===== config.mk =====
export PLATFORM = sky130hd
export DESIGN_NAME = reset_vector_unit
export DESIGN_NICKNAME = d
export VERILOG_FILES = /design/src/vector_pkg.sv /design/src/vector_addr_gen.sv /design/src/reset_vector_unit.sv
export SDC_FILE = /design/constraint.sdc
export NUM_CORES = 1
export LEC_CHECK = 0
export BUFFER_PORTS_ARGS = -buffer_cell sky130_fd_sc_hd__buf_4
export CELL_PAD_IN_SITES_DETAIL_PLACEMENT = 1
export CELL_PAD_IN_SITES_GLOBAL_PLACEMENT = 1
export CORE_MARGIN = 3
export CORE_UTILIZATION = 35
export CTS_BUF_LIST = sky130_fd_sc_hd__clkbuf_2 sky130_fd_sc_hd__clkbuf_4 sky130_fd_sc_hd__clkbuf_8
export DETAILED_ROUTE_END_ITERATION = 6
export GPL_ROUTABILITY_DRIVEN = 0
export PLACE_DENSITY_LB_ADDON = 0.12
export SETUP_SLACK_MARGIN = 0.3
export SKIP_LAST_GASP = 1
export SLEW_MARGIN = 15
export SYNTH_ARGS = -nofsm -noshare
export SYNTH_HDL_FRONTEND = slang
export SYNTH_SLANG_ARGS = --single-unit

===== constraint.sdc =====
create_clock -name sys_clk_in -period 7.6 [get_ports sys_clk_in]
set_input_delay 0.76 -clock sys_clk_in [delete_from_list [all_inputs] [get_ports sys_clk_in]]
set_output_delay 0.76 -clock sys_clk_in [all_outputs]
set_load 0.05 [all_outputs]

===== src/vector_pkg.sv =====
// Purpose: Constants for reset entry and vector table addressing.
// Assumes: 24-bit program addresses, two address units per vector slot.
// Notes:   Shared by the sequencer and the address generator.
package vector_pkg;
    localparam int          ADDR_W          = 24;
    localparam int          SLOT_W          = 7;
    localparam logic [23:0] RESET_ADDR      = 24'h000000;
    localparam logic [23:0] RESET_TGT_ADDR  = 24'h000002;
    localparam logic [23:0] TRAP_BASE       = 24'h000004;
    localparam logic [23:0] IRQ_BASE        = 24'h000014;
    localparam logic [23:0] ALT_OFFSET      = 24'h000100;
    localparam logic [23:0] CODE_START      = 24'h000200;
    localparam int          NUM_TRAPS       = 8;
    localparam int          NUM_IRQS        = 118;
    localparam int          NUM_VECTORS     = 126;
    localparam logic [6:0]  LAST_IRQ        = 7'h75;
    localparam logic [6:0]  TRAP_OSC_FAIL   = 7'h01;
    localparam logic [6:0]  TRAP_ADDR_ERR   = 7'h02;
    localparam logic [6:0]  TRAP_STACK_ERR  = 7'h03;
    localparam logic [6:0]  TRAP_MATH_ERR   = 7'h04;
endpackage : vector_pkg


===== src/vector_addr_gen.sv =====
// Purpose: Maps a vector slot number and table select to its entry address.
// Assumes: Slot 0..7 are traps, slot 8+n is interrupt n.
// Notes:   Purely combinational; the caller registers the result.
`timescale 1ns/1ps
module vector_addr_gen (
    // Slot selection
    input  wire logic [6:0]  slot_in,
    input  wire logic        alt_in,
    // Entry address
    output logic      [23:0] addr_out
);
    always_comb begin
        addr_out = vector_pkg::TRAP_BASE + {16'h0000, slot_in, 1'b0};
        if (alt_in) begin
            addr_out = addr_out + vector_pkg::ALT_OFFSET;
        end
    end
endmodule : vector_addr_gen


===== src/reset_vector_unit.sv =====
// Purpose: Reset entry and vector dispatch address sequencing for the core.
//          Issues the boot fetch at the reset address, then turns trap and
//          interrupt requests into vector entry fetches and counter loads.
// Assumes: Core presents trap and interrupt requests as flag vectors.
//          Requests are levels that the core drops once dispatch is done.
// Notes:   Priority resolution among equal levels is by vector address only.
//          User priority levels live outside this block.
//          Clock enable low freezes the whole sequencer.
`timescale 1ns/1ps

module reset_vector_unit #(
    parameter int IRQ_COUNT = vector_pkg::NUM_IRQS
) (
    // Clock and reset
    input  wire logic                 sys_clk_in,
    input  wire logic                 rst_b_in,
    input  wire logic                 clk_en_in,
    // Table selection
    input  wire logic                 alt_table_select_in,

    // Requests from core side logic
    input  wire logic [7:0]           trap_req_in,
    input  wire logic [IRQ_COUNT-1:0] irq_req_in,

    // Program memory fetch port
    output logic                      fetch_req_out,
    output logic      [23:0]          fetch_addr_out,
    input  wire logic                 fetch_ack_in,
    input  wire logic [23:0]          fetch_data_in,

    // Program counter load
    output logic                      pc_load_out,
    output logic      [23:0]          pc_out,

    // Dispatch status
    output logic      [6:0]           vector_num_out,
    output logic                      ready_out
);

    // ************************************************************
    // Types
    // ************************************************************
    typedef enum logic [1:0] {
        ST_RESET_FETCH,
        ST_IDLE,
        ST_VEC_FETCH
    } seq_state_type;

    typedef struct packed {
        // Sequencer position
        seq_state_type state;
        logic          boot_done;
        // Fetch port
        logic          fetch_req;
        logic [23:0]   fetch_addr;
        // Program counter side
        logic          pc_load;
        logic [23:0]   pc;
        logic [6:0]    vector_num;
        logic          ready;
    } state_type;

    // ************************************************************
    // Local sizes and nets
    // ************************************************************
    // Bit index of the flat request word equals the slot number
    localparam int NUM_SRC = vector_pkg::NUM_TRAPS + IRQ_COUNT;

    state_type          s_reg;
    state_type          s_next;

    // Priority chain
    logic [NUM_SRC-1:0] req_all;
    logic [NUM_SRC:0]   lower_any;
    logic [NUM_SRC-1:0] grant;
    logic [6:0]         slot_acc [NUM_SRC+1];
    logic [6:0]         win_slot;
    logic               win_any;
    logic [23:0]        entry_addr;

    // Handshake qualifiers
    logic               ack_seen;
    logic               take_vec;

    // ************************************************************
    // Natural priority pick
    // ************************************************************
    assign req_all      = {irq_req_in, trap_req_in};
    assign lower_any[0] = 1'b0;
    assign slot_acc[0]  = 7'h00;

    // lowest slot wins
    // Ripple chain: slow but tiny, one cycle is plenty
    generate
        for (genvar g = 0; g < NUM_SRC; g++) begin : g_pick
            assign lower_any[g+1] = lower_any[g] | req_all[g];
            assign grant[g]       = req_all[g] & ~lower_any[g];
            assign slot_acc[g+1]  = slot_acc[g] | (grant[g] ? 7'(g) : 7'h00);
        end
    endgenerate

    // Only one grant is high, so OR-ing slot numbers is exact
    assign win_slot = slot_acc[NUM_SRC];
    assign win_any  = lower_any[NUM_SRC];

    // ************************************************************
    // Handshake qualifiers
    // ************************************************************
    // An ack counts only against a fetch that is really outstanding
    assign ack_seen = s_reg.fetch_req & fetch_ack_in;
    assign take_vec = win_any & s_reg.boot_done;

    // ************************************************************
    // Table address
    // ************************************************************
    // table select
    vector_addr_gen u_addr (
        .slot_in  (win_slot),
        .alt_in   (alt_table_select_in),
        .addr_out (entry_addr)
    );

    // ************************************************************
    // Sequencer
    // ************************************************************
    always_comb begin
        s_next         = s_reg;
        // One-cycle pulse unless a load happens below
        s_next.pc_load = 1'b0;

        case (s_reg.state)
            ST_RESET_FETCH: begin
                // first fetch at zero
                // Ordinary fetch with no table involved
                s_next.fetch_req  = 1'b1;
                s_next.fetch_addr = vector_pkg::RESET_ADDR;
                if (ack_seen) begin
                    s_next.fetch_req = 1'b0;
                    s_next.boot_done = 1'b1;
                    s_next.ready     = 1'b1;
                    s_next.state     = ST_IDLE;
                end
            end

            ST_IDLE: begin
                // Requests outside idle are never taken
                if (take_vec) begin
                    s_next.fetch_req  = 1'b1;
                    s_next.fetch_addr = entry_addr;
                    s_next.vector_num = win_slot;
                    s_next.ready      = 1'b0;
                    s_next.state      = ST_VEC_FETCH;
                end
            end

            ST_VEC_FETCH: begin
                // Address held until ack; no timeout here
                if (ack_seen) begin
                    s_next.fetch_req = 1'b0;
                    s_next.pc        = fetch_data_in;
                    s_next.pc_load   = 1'b1;
                    s_next.ready     = 1'b1;
                    s_next.state     = ST_IDLE;
                end
            end

            default: begin
                s_next.state = ST_RESET_FETCH;
            end
        endcase
    end

    // ************************************************************
    // State register
    // ************************************************************
    always_ff @(posedge sys_clk_in) begin
        if (!rst_b_in) begin
            // clear all, pc zero
            // A stray ack during reset is dropped
            s_reg.state      <= ST_RESET_FETCH;
            s_reg.fetch_req  <= 1'b0;
            s_reg.fetch_addr <= 24'h000000;
            s_reg.pc_load    <= 1'b0;
            s_reg.pc         <= 24'h000000;
            s_reg.vector_num <= 7'h00;
            s_reg.ready      <= 1'b0;
            s_reg.boot_done  <= 1'b0;
        end else if (clk_en_in) begin
            // Low enable also stretches a pending load pulse
            s_reg <= s_next;
        end
    end

    // ************************************************************
    // Outputs
    // ************************************************************
    // Straight from the state register, so no combinational path
    // reaches the core through this block
    assign fetch_req_out  = s_reg.fetch_req;
    assign fetch_addr_out = s_reg.fetch_addr;
    assign pc_load_out    = s_reg.pc_load;
    assign pc_out         = s_reg.pc;
    assign vector_num_out = s_reg.vector_num;
    assign ready_out      = s_reg.ready;
endmodule : reset_vector_unit


After elaboration in Yosys (flattened, before gate mapping)
Cells that the tools add are included.
Storage, ports and cells
  bits in registers: 61
  output and inout port bits: 58
  logic and storage cells: 668
Cells by class
  multiplexer cells: 139
  reduce and logical (&&, ||, !) cells: 12
  $add $sub $neg: 2
  bitwise operators: 501
  equality and inequality tests: 6
Operators with widths (number)
  7-bit 2-to-1 mux: 62
  7-bit OR: 61
  6-bit 2-to-1 mux: 32
  6-bit OR: 31
  1-bit AND: 127
  1-bit NOT: 125
  1-bit OR: 125
  5-bit 2-to-1 mux: 16
  25-bit 2-to-1 mux: 3
  5-bit OR: 15
  24-bit case mux with 2 select lines: 1
  4-bit 2-to-1 mux: 9
  4-bit OR: 7
  24-bit by 9-bit adder with 24-bit output, second input constant: 1
  24-bit 2-to-1 mux: 1
  3-bit 2-to-1 mux: 4
  3-bit AND reduction: 4
  4-bit AND reduction: 3
  3-bit by 8-bit adder with 9-bit output, first input constant: 1
  3-bit OR: 3
  2-bit 2-to-1 mux: 4
  6-bit by 7-bit OR with 7-bit output: 1
  2-bit != test, second input constant: 3
  5-bit by 6-bit OR with 6-bit output: 1
  other kinds (16): 20

Logic depth before layout (Yosys ltp)
Gate-level depths: netlist of run 1.
  depth after elaboration: 133
  mapped depth: 13
  mapped depth without buffers: 12

Hierarchy
From an unflattened synthesis of run 1, not the netlist that was laid out.
Unflattened totals
  cell total of the unflattened synthesis: 718
  area, all modules: 5270.1 um^2
By module, submodules not included
  reset_vector_unit: times used 1, area each 5044.8 um^2, seq. area each 1221.2 um^2, cells each 687
  vector_addr_gen: times used 1, area each 225.2 um^2, seq. area each 0.0 um^2, cells each 31

Worst setup path after synthesis of run 1
Ideal clock, no wire load.
  path kind: in2reg
  from: in trap_req_in[2]
  to: reg s_reg, in the netlist fetch_addr_out[8]
  stages: 13
  setup slack: 3.499 ns
  buffers on the path: 1
  arrival: 3.983 ns
  path through: or4_4 or4_4 buf_6 or4_4 nor2_1 a311o_1 nand4bb_1 or4_1 ha_1 and4b_1 ha_1 a22oi_1 nor2b_1
RTL lines
  start: declaration: RTL line reset_vector_unit.sv:22  | input wire logic [7:0] trap_req_in,
  end signal: assignment: RTL line reset_vector_unit.sv:190  | s_reg <= s_next;
  end: declaration: RTL line reset_vector_unit.sv:69  | state_type s_reg;

==> summary.md, run 1 <==
| Metric | Value |
|---|---|
| Status | finished, final reports clean |
| Area grow syn2layout | 30.07% |
| Worst-path clk slew | 80 ps |
| Nets | 951 |
| FF+latch count, synth | 46 |
| Max Slew Vio Count | 0 |
| GRT overflow | 0 |
| CTS sink cnt | 46 |
| Sequential Power Share | 43.1% |
| Crit path kind | input pin to register |
| Vias in the first global route | 5498 |
| Power share of the combinational group | 30.3% |
| Fmax | 0.2240 GHz |
| Worst min-delay path class | register to register |
| Top cell type's share of synthesized area | 20.63% |
| CTS Buffer Depth | 2 |
| Via density | 5.577 |
| Setup Skew | 5.295 ps |
| R2R depth | 6 |
| Register-to-Register Setup Slack | 5570 ps |
| Cts bufs inserted | 5 |
| Critical Path AT | 4650 ps |
| IO Port Bufs | 197 |
| Grt met2 use | 38.51% |
| Fin Setup TNS | 0 ps |
| Final Hold Fails | 0 |
| Die width | 118.9 um |
| First-pass GRT wire length | 26850 um |
| Syn Area/Cell | 6.943 um^2 |
| R2R Path End | fetch_addr_out[6] |
| Max Cap Viol | 0 |
| Placed inst area | 5717 um^2 |
| Max reg flops | 24 |
| Post-CTS sizing | 0 |
| Mapped cell area | 4464 um^2 |
| Wire length per cell | 17.63 um |
| Worst VDD drop | 43.55 uV |
| DR DRC count | 0 |
| # rows | 40 |
| Top Ports | 213 |
| TritonCTS clock tree | yes |
| Post-synth cell types | 75 |
| Overall Global Routing Usage | 22.73% |
| Worst Setup End Kind | register |
| Number of synthesized flops with an enable pin | 0 |
| Initial DRT Pass Iterations | 5 |
| Iter 0 DRT Violations | 305 |
| Switching power total | 176.9 uW |
| Core box area | 12260 um^2 |
| Leading area contributor after synthesis | dfxtp_1 |
| Die Ht | 118.9 um |
| Final worst-path cycle share | 58.74% |
| Syn Inst Count | 643 |
| Grt met1 use | 28.40% |
| Ys flop type | dfxtp_1 |
| Critical Path Fanout Max | 8 |
| Synth top area cells | dfxtp_1 (21%), buf_4 (9.2%), nand2_1 (7.0%), nor2_1 (6.0%), a21boi_0 (4.4%) |
| Sw Share | 31.24% |
| Detailed Place HPWL | 14290 um |
| Internal power | 389.4 uW |
| Critical path required time | 7790 ps |
| # setup viols final | 0 |
| Via count | 5348 |
| Synth Warn # | 0 |
| Post-synth ARST share | 0% |
| Starting Density | 36.41% |
| Power, Total | 566.3 uW |
| Routing usage on met3 | 5.176% |
| Largest net degree at the start of global routing | 50 |
| Die area | 14150 um^2 |
| Initial antenna violation count | 0 |
| WHS Endpoint | fetch_addr_out[1] |
| PD cells | 97.53 nW/um^2 |
| Clock Tree Root | clkbuf_8 |
| Ant diodes | 0 |
| GRT busiest layer | met2 |
| Min Tclk post-route | 4464 ps |
| P_leak | 2.410 nW |
| Seq/Total Area, Yosys | 20.63% |
| Share of post-route cells with drive strength above 1 | 28.45% |
| Worst slew pin tran | 954.2 ps |
| Power share of the clock group | 26.6% |
| Worst hold start | fetch_addr_out[1] |
| Relative slew margins | 36.21% |
| Htree depth | 2 |
| FF-to-FF Start | s_reg[60] |
| WL final | 16900 um |
| Hold buffer count at cts | 0 |
| Worst hold path stage count | 2 |
| RSZ-0062 raised after global routing | false |
| Startpoint types | input pin |
| Post-CTS Setup Repair Bufs | 0 |
| Final ANT Viol Nets | 0 |
| Fin area | 5807 um^2 |
| Worst-Skew Late Latency | 300 ps |
-- metal layers --
metal  vias up  routed length, um
li1       2590                  -
met1      2492               7108
met2       226               7957
met3        40               1337
met4         0                499
met5         -                  0
-- logic make-up after synthesis --
family	synth area share [%]
AND/OR/NAND/NOR	38.28
AO/OA/AOI/OAI	24.97
other	0.08400
buffers and inverters	13.48
multiplexers	0.4764
adder cells (fa/ha/maj)	1.682
flip-flops	20.63
XOR/XNOR	0.3924
-- worst max path at each step --
stage / startpoint / to / slack (ps)
after global placement: trap_req_in[2] / fetch_addr_out[8] / 3130
after global routing: irq_req_in[0] / fetch_addr_out[8] / 2830
after floorplan: trap_req_in[2] / fetch_addr_out[8] / 3500
final: irq_req_in[0] / fetch_addr_out[8] / 3140
after detailed placement: irq_req_in[0] / fetch_addr_out[8] / 2910
after CTS: irq_req_in[0] / fetch_addr_out[8] / 3190
-- area by class of cell --
cell class	count	area (um^2)
clock buffer	6	76.32
clock inverter	2	13.76
fill	1620	6455
inverter	30	112.6
multi-input combinational	510	2994
sequential	46	920.9
tap	168	210.2
timing repair buffer	197	1479
-- layout by cell type (no fill, tap or decap), types with 10 or more instances in the layout --
cell type	netlist	routed
a21oi_1	32	32
nand3_1	23	23
buf_4	55	197
nor3_1	26	26
nand4_1	10	10
dfxtp_1	46	46
conb_1	1	15
a21boi_0	26	26
nand2_1	83	83
or4_1	13	13
nor2b_1	13	13
nor2_1	71	71
inv_1	30	30
nor4_1	22	22
o21ai_0	29	29
-- synthesized netlist by cell type (all sizes together), types with 2 or more instances --
cell     number
o211ai        3
a22oi         6
o21ai        34
nor2b        13
xnor2         2
or2           4
nor3         27
nor4         25
and3          4
clkbuf       12
or3           6
nand2b        4
a21oi        32
and4          2
o2111ai       4
nand2        85
a41oi         2
nand4        11
and2          7
o32ai         3
o22ai         3
a211o         2
a211oi        5
a21o          2
nor4b         3
nor2         72
o21bai        5
a31oi         8
o31ai         6
a311oi        3
o41ai         9
inv          30
nand3b        5
ha            6
nand3        24
dfxtp        46
or4          18
o31a          2
a21boi       28
buf          59
nor3b         3
-- power groups by stage --
stage / logic [mW] / clock network [mW] / registers [mW]
4_1_cts: 0.171 / 0.154 / 0.244
6_report: 0.172 / 0.151 / 0.244
5_1_grt: 0.187 / 0.165 / 0.244
2_1_floorplan: 0.0744 / 0 / 0.253
3_5_place_dp: 0.170 / 0 / 0.250
3_3_place_gp: 0.166 / 0 / 0.250
-- critical path: stages --
cell and delay [ps]:
buf_4 120, or4_1 600, nor4_1 740, nand3_1 420, or4b_1 600, o311ai_0 170
nor3_1 150, nand4_1 180, ha_1 250, and4b_1 210, ha_1 220, a22oi_1 170
nor2b_1 70
-- stage by stage --
step	util, %	hold slack [ps]	std cells	worst slack [ps]
6_report	47.36	457.6	959	3136
5_1_grt	47.36	492.0	959	2835
4_1_cts	47.36	458.5	959	3192
3_5_place_dp	46.62	446.4	951	2913
3_3_place_gp	46.62	451.6	951	3134
2_1_floorplan	-	430.0	657	3499
Note: power is estimated with default switching activity, not from simulation.
==> inputs of run 2 (changes only) <==
--- a/config.mk
+++ b/config.mk
@@ -9,7 +9,7 @@
 export CELL_PAD_IN_SITES_DETAIL_PLACEMENT = 1
 export CELL_PAD_IN_SITES_GLOBAL_PLACEMENT = 1
 export CORE_MARGIN = 3
-export CORE_UTILIZATION = 35
+export CORE_UTILIZATION = 30
 export CTS_BUF_LIST = sky130_fd_sc_hd__clkbuf_2 sky130_fd_sc_hd__clkbuf_4 sky130_fd_sc_hd__clkbuf_8
 export DETAILED_ROUTE_END_ITERATION = 6
 export GPL_ROUTABILITY_DRIVEN = 0
==> constraint.sdc (replaced) <==
create_clock -name sys_clk_in -period 3.69 [get_ports sys_clk_in]
set_input_delay 0.369 -clock sys_clk_in [delete_from_list [all_inputs] [get_ports sys_clk_in]]
set_output_delay 0.369 -clock sys_clk_in [all_outputs]
set_load 0.05 [all_outputs]
==> run 2 against run 1 <==
Net effect: register-to-register slack got worse by 3800 ps; cell count increased by 5.7%; critical path depth unchanged; core utilization decreased by 3.3 points; critical path type unchanged; critical endpoint unchanged.
==> summary.md, run 2 (same netlist as run 1, synthesis figures left out) <==
| Metric | Value |
|---|---|
| Status | finished, final reports clean (unchanged) |
| Die area | 16380 um^2 (was 14150 um^2) |
| Sw Share | 28.96% (was 31.24%) |
| Clock Tree Root | clkbuf_8 (unchanged) |
| Fin Setup TNS | 0 ps (unchanged) |
| Ant diodes | 0 (unchanged) |
| Sequential Power Share | 40.4% (was 43.1%) |
| Max reg flops | 24 (unchanged) |
| Internal power | 884.5 uW (was 389.4 uW) |
| Worst min-delay path class | input pin to register (was register to register) |
| Switching power total | 360.5 uW (was 176.9 uW) |
| Worst hold margin | 327.3 ps (was 457.6 ps) |
| Fmax | 0.2963 GHz |
| Hold buffer count at cts | 0 (unchanged) |
| Wire length per cell | 17.35 um (was 17.63 um) |
| Power share of the clock group | 30.4% (was 26.6%) |
| Htree depth | 2 (unchanged) |
| Area grow syn2layout | 40.02% (was 30.07%) |
| Max Cap Viol | 0 (unchanged) |
| Die width | 128.0 um (was 118.9 um) |
| Final worst-path cycle share | 91.46% |
| Final ANT Viol Nets | 0 (unchanged) |
| Via density | 5.366 (was 5.577) |
| Power, Total | 1.245 mW (was 566.3 uW) |
| Placed inst area | 6033 um^2 (was 5717 um^2) |
| DR DRC count | 0 (unchanged) |
| Final core occ | 44.01% (was 47.36%) |
| Iter 0 DRT Violations | 335 (was 305) |
| Min Tclk post-route | 3375 ps |
| WL final | 17590 um (was 16900 um) |
| Worst-path clk slew | 80 ps (about the same) |
| Most common cell after layout, fill and taps aside | buf_4 (unchanged) |
| CTS Buffer Depth | 2 (unchanged) |
| Starting Density | 31.43% (was 36.41%) |
| Worst Setup End Kind | register (unchanged) |
| Core box area | 14200 um^2 (was 12260 um^2) |
| Worst hold start | fetch_data_in[17] (was fetch_addr_out[1]) |
| Final Hold Fails | 0 (unchanged) |
| # rows | 43 (was 40) |
| Worst-Skew Late Latency | 290 ps (was 300 ps) |
| Overall Global Routing Usage | 20.56% (was 22.73%) |
| Die Ht | 128.0 um (was 118.9 um) |
| TritonCTS clock tree | yes (unchanged) |
| GRT overflow | 0 (unchanged) |
| PnR worst setup slack | 315.3 ps (was 3136 ps) |
| CTS sink cnt | 46 (unchanged) |
| PD cells | 199.2 nW/um^2 (was 97.53 nW/um^2) |
| Max Slew Vio Count | 0 (unchanged) |
| Worst VDD drop | 150.0 uV (was 43.55 uV) |
| Relative slew margins | 35.34% (was 36.21%) |
| Cts bufs inserted | 5 (unchanged) |
| Share of post-route cells with drive strength above 1 | 33.09% (was 28.45%) |
| Worst slew pin tran | 967.2 ps (was 954.2 ps) |
| Via count | 5441 (was 5348) |
| Top Ports | 213 (unchanged) |
| Power share of the combinational group | 29.2% (was 30.3%) |
| Detailed Place HPWL | 14980 um (was 14290 um) |
| RSZ-0062 raised after global routing | true (was false) |
| Critical Path Fanout Max | 4 (was 8) |
| First-pass GRT wire length | 28050 um (was 26850 um) |
| Vias in the first global route | 5622 (was 5498) |
| Largest net degree at the start of global routing | 50 (unchanged) |
| Nets | 995 (was 951) |
| DP Cell Count | 1001 (was 951) |
| Post-Place Setup Slack | -35.50 ps (was 2913 ps) |
| Initial DRT Pass Iterations | 5 (unchanged) |
| Crit path kind | input pin to register (unchanged) |
| Most frequent cells in the layout | buf_4 (240), nand2_1 (83), nor2_1 (70) (was buf_4 (197), nand2_1 (83), nor2_1 (71)) |
| # setup viols final | 0 (unchanged) |
| Fin area | 6251 um^2 (was 5807 um^2) |
| Initial antenna violation count | 0 (unchanged) |
| Final std cells w/o fill | 1014 (was 959) |
| IO Port Bufs | 197 (unchanged) |
| Critical path required time | 3870 ps (was 7790 ps) |
| Critical Path AT | 3560 ps (was 4650 ps) |
| Startpoint types | input pin (unchanged) |
| FF-to-FF Start | s_reg[59] (was s_reg[60]) |
| Setup Skew | 10.04 ps (was 5.295 ps) |
| P_leak | 2.661 nW (was 2.410 nW) |
| Worst setup path startpoint | trap_req_in[0] (was irq_req_in[0]) |
-- run 2: cell count changes in the layout (fill, tap and decap cells not counted), sizes merged --
cell	before	now
bufinv	0	1
buf	197	241
clkinv	2	0
-- run 2: final cells by class --
type / count / area, um^2
Clock inverter: 1 / 30.03
Timing Repair Buffer: 241 / 1822
Tap cell: 180 / 225.2
Inverter: 30 / 112.6
Multi-Input combinational cell: 510 / 3058
Clock buffer: 6 / 82.58
Sequential cell: 46 / 920.9
Fill cell: 1827 / 7953
-- run 2: critical path: stages --
cell	delay [ps]
buf_4	120
or4_4	550
or4_4	600
nor4_4	340
buf_4	200
nand4_4	120
a211o_1	320
nand4_1	120
ha_2	190
and4b_1	180
ha_1	230
a22oi_2	150
nor2b_1	60
-- run 2: repair_timing --
action | 4_1_cts | 5_1_grt
gates resized for setup | 2 | 8
setup buffers | 0 | 6
setup endpoints to repair | 2 | 8
pin swaps | 1 | 9
hold endpoints to repair | 0 | 0
-- run 2: routing by layer --
| layer | GRT usage (%) | up-vias | wire length, um |
|---|---|---|---|
| met5 | 0 | - | 0 |
| met4 | 3.620 | 0 | 238 |
| met3 | 3.333 | 19 | 1289 |
| met2 | 34.75 | 202 | 8177 |
| met1 | 27.91 | 2546 | 7885 |
| li1 | - | 2674 | - |
-- run 2: final timing paths --
check	endpoint	slack [ps]	cells after the start
worst max-delay path	fetch_addr_out[8]	320	13
worst min-delay path	pc_out[17]	330	3
worst max register to register	pc_out[13]	1750	5
worst min register to register	vector_num_out[5]	470	2
-- run 2: power groups by stage --
stage	Sequential (mW)	Combinational (mW)	Clock, mW
2_1_floorplan	0.520	0.153	0
3_3_place_gp	0.514	0.350	0
3_5_place_dp	0.514	0.358	0
4_1_cts	0.503	0.360	0.395
5_1_grt	0.503	0.397	0.418
6_report	0.503	0.363	0.379
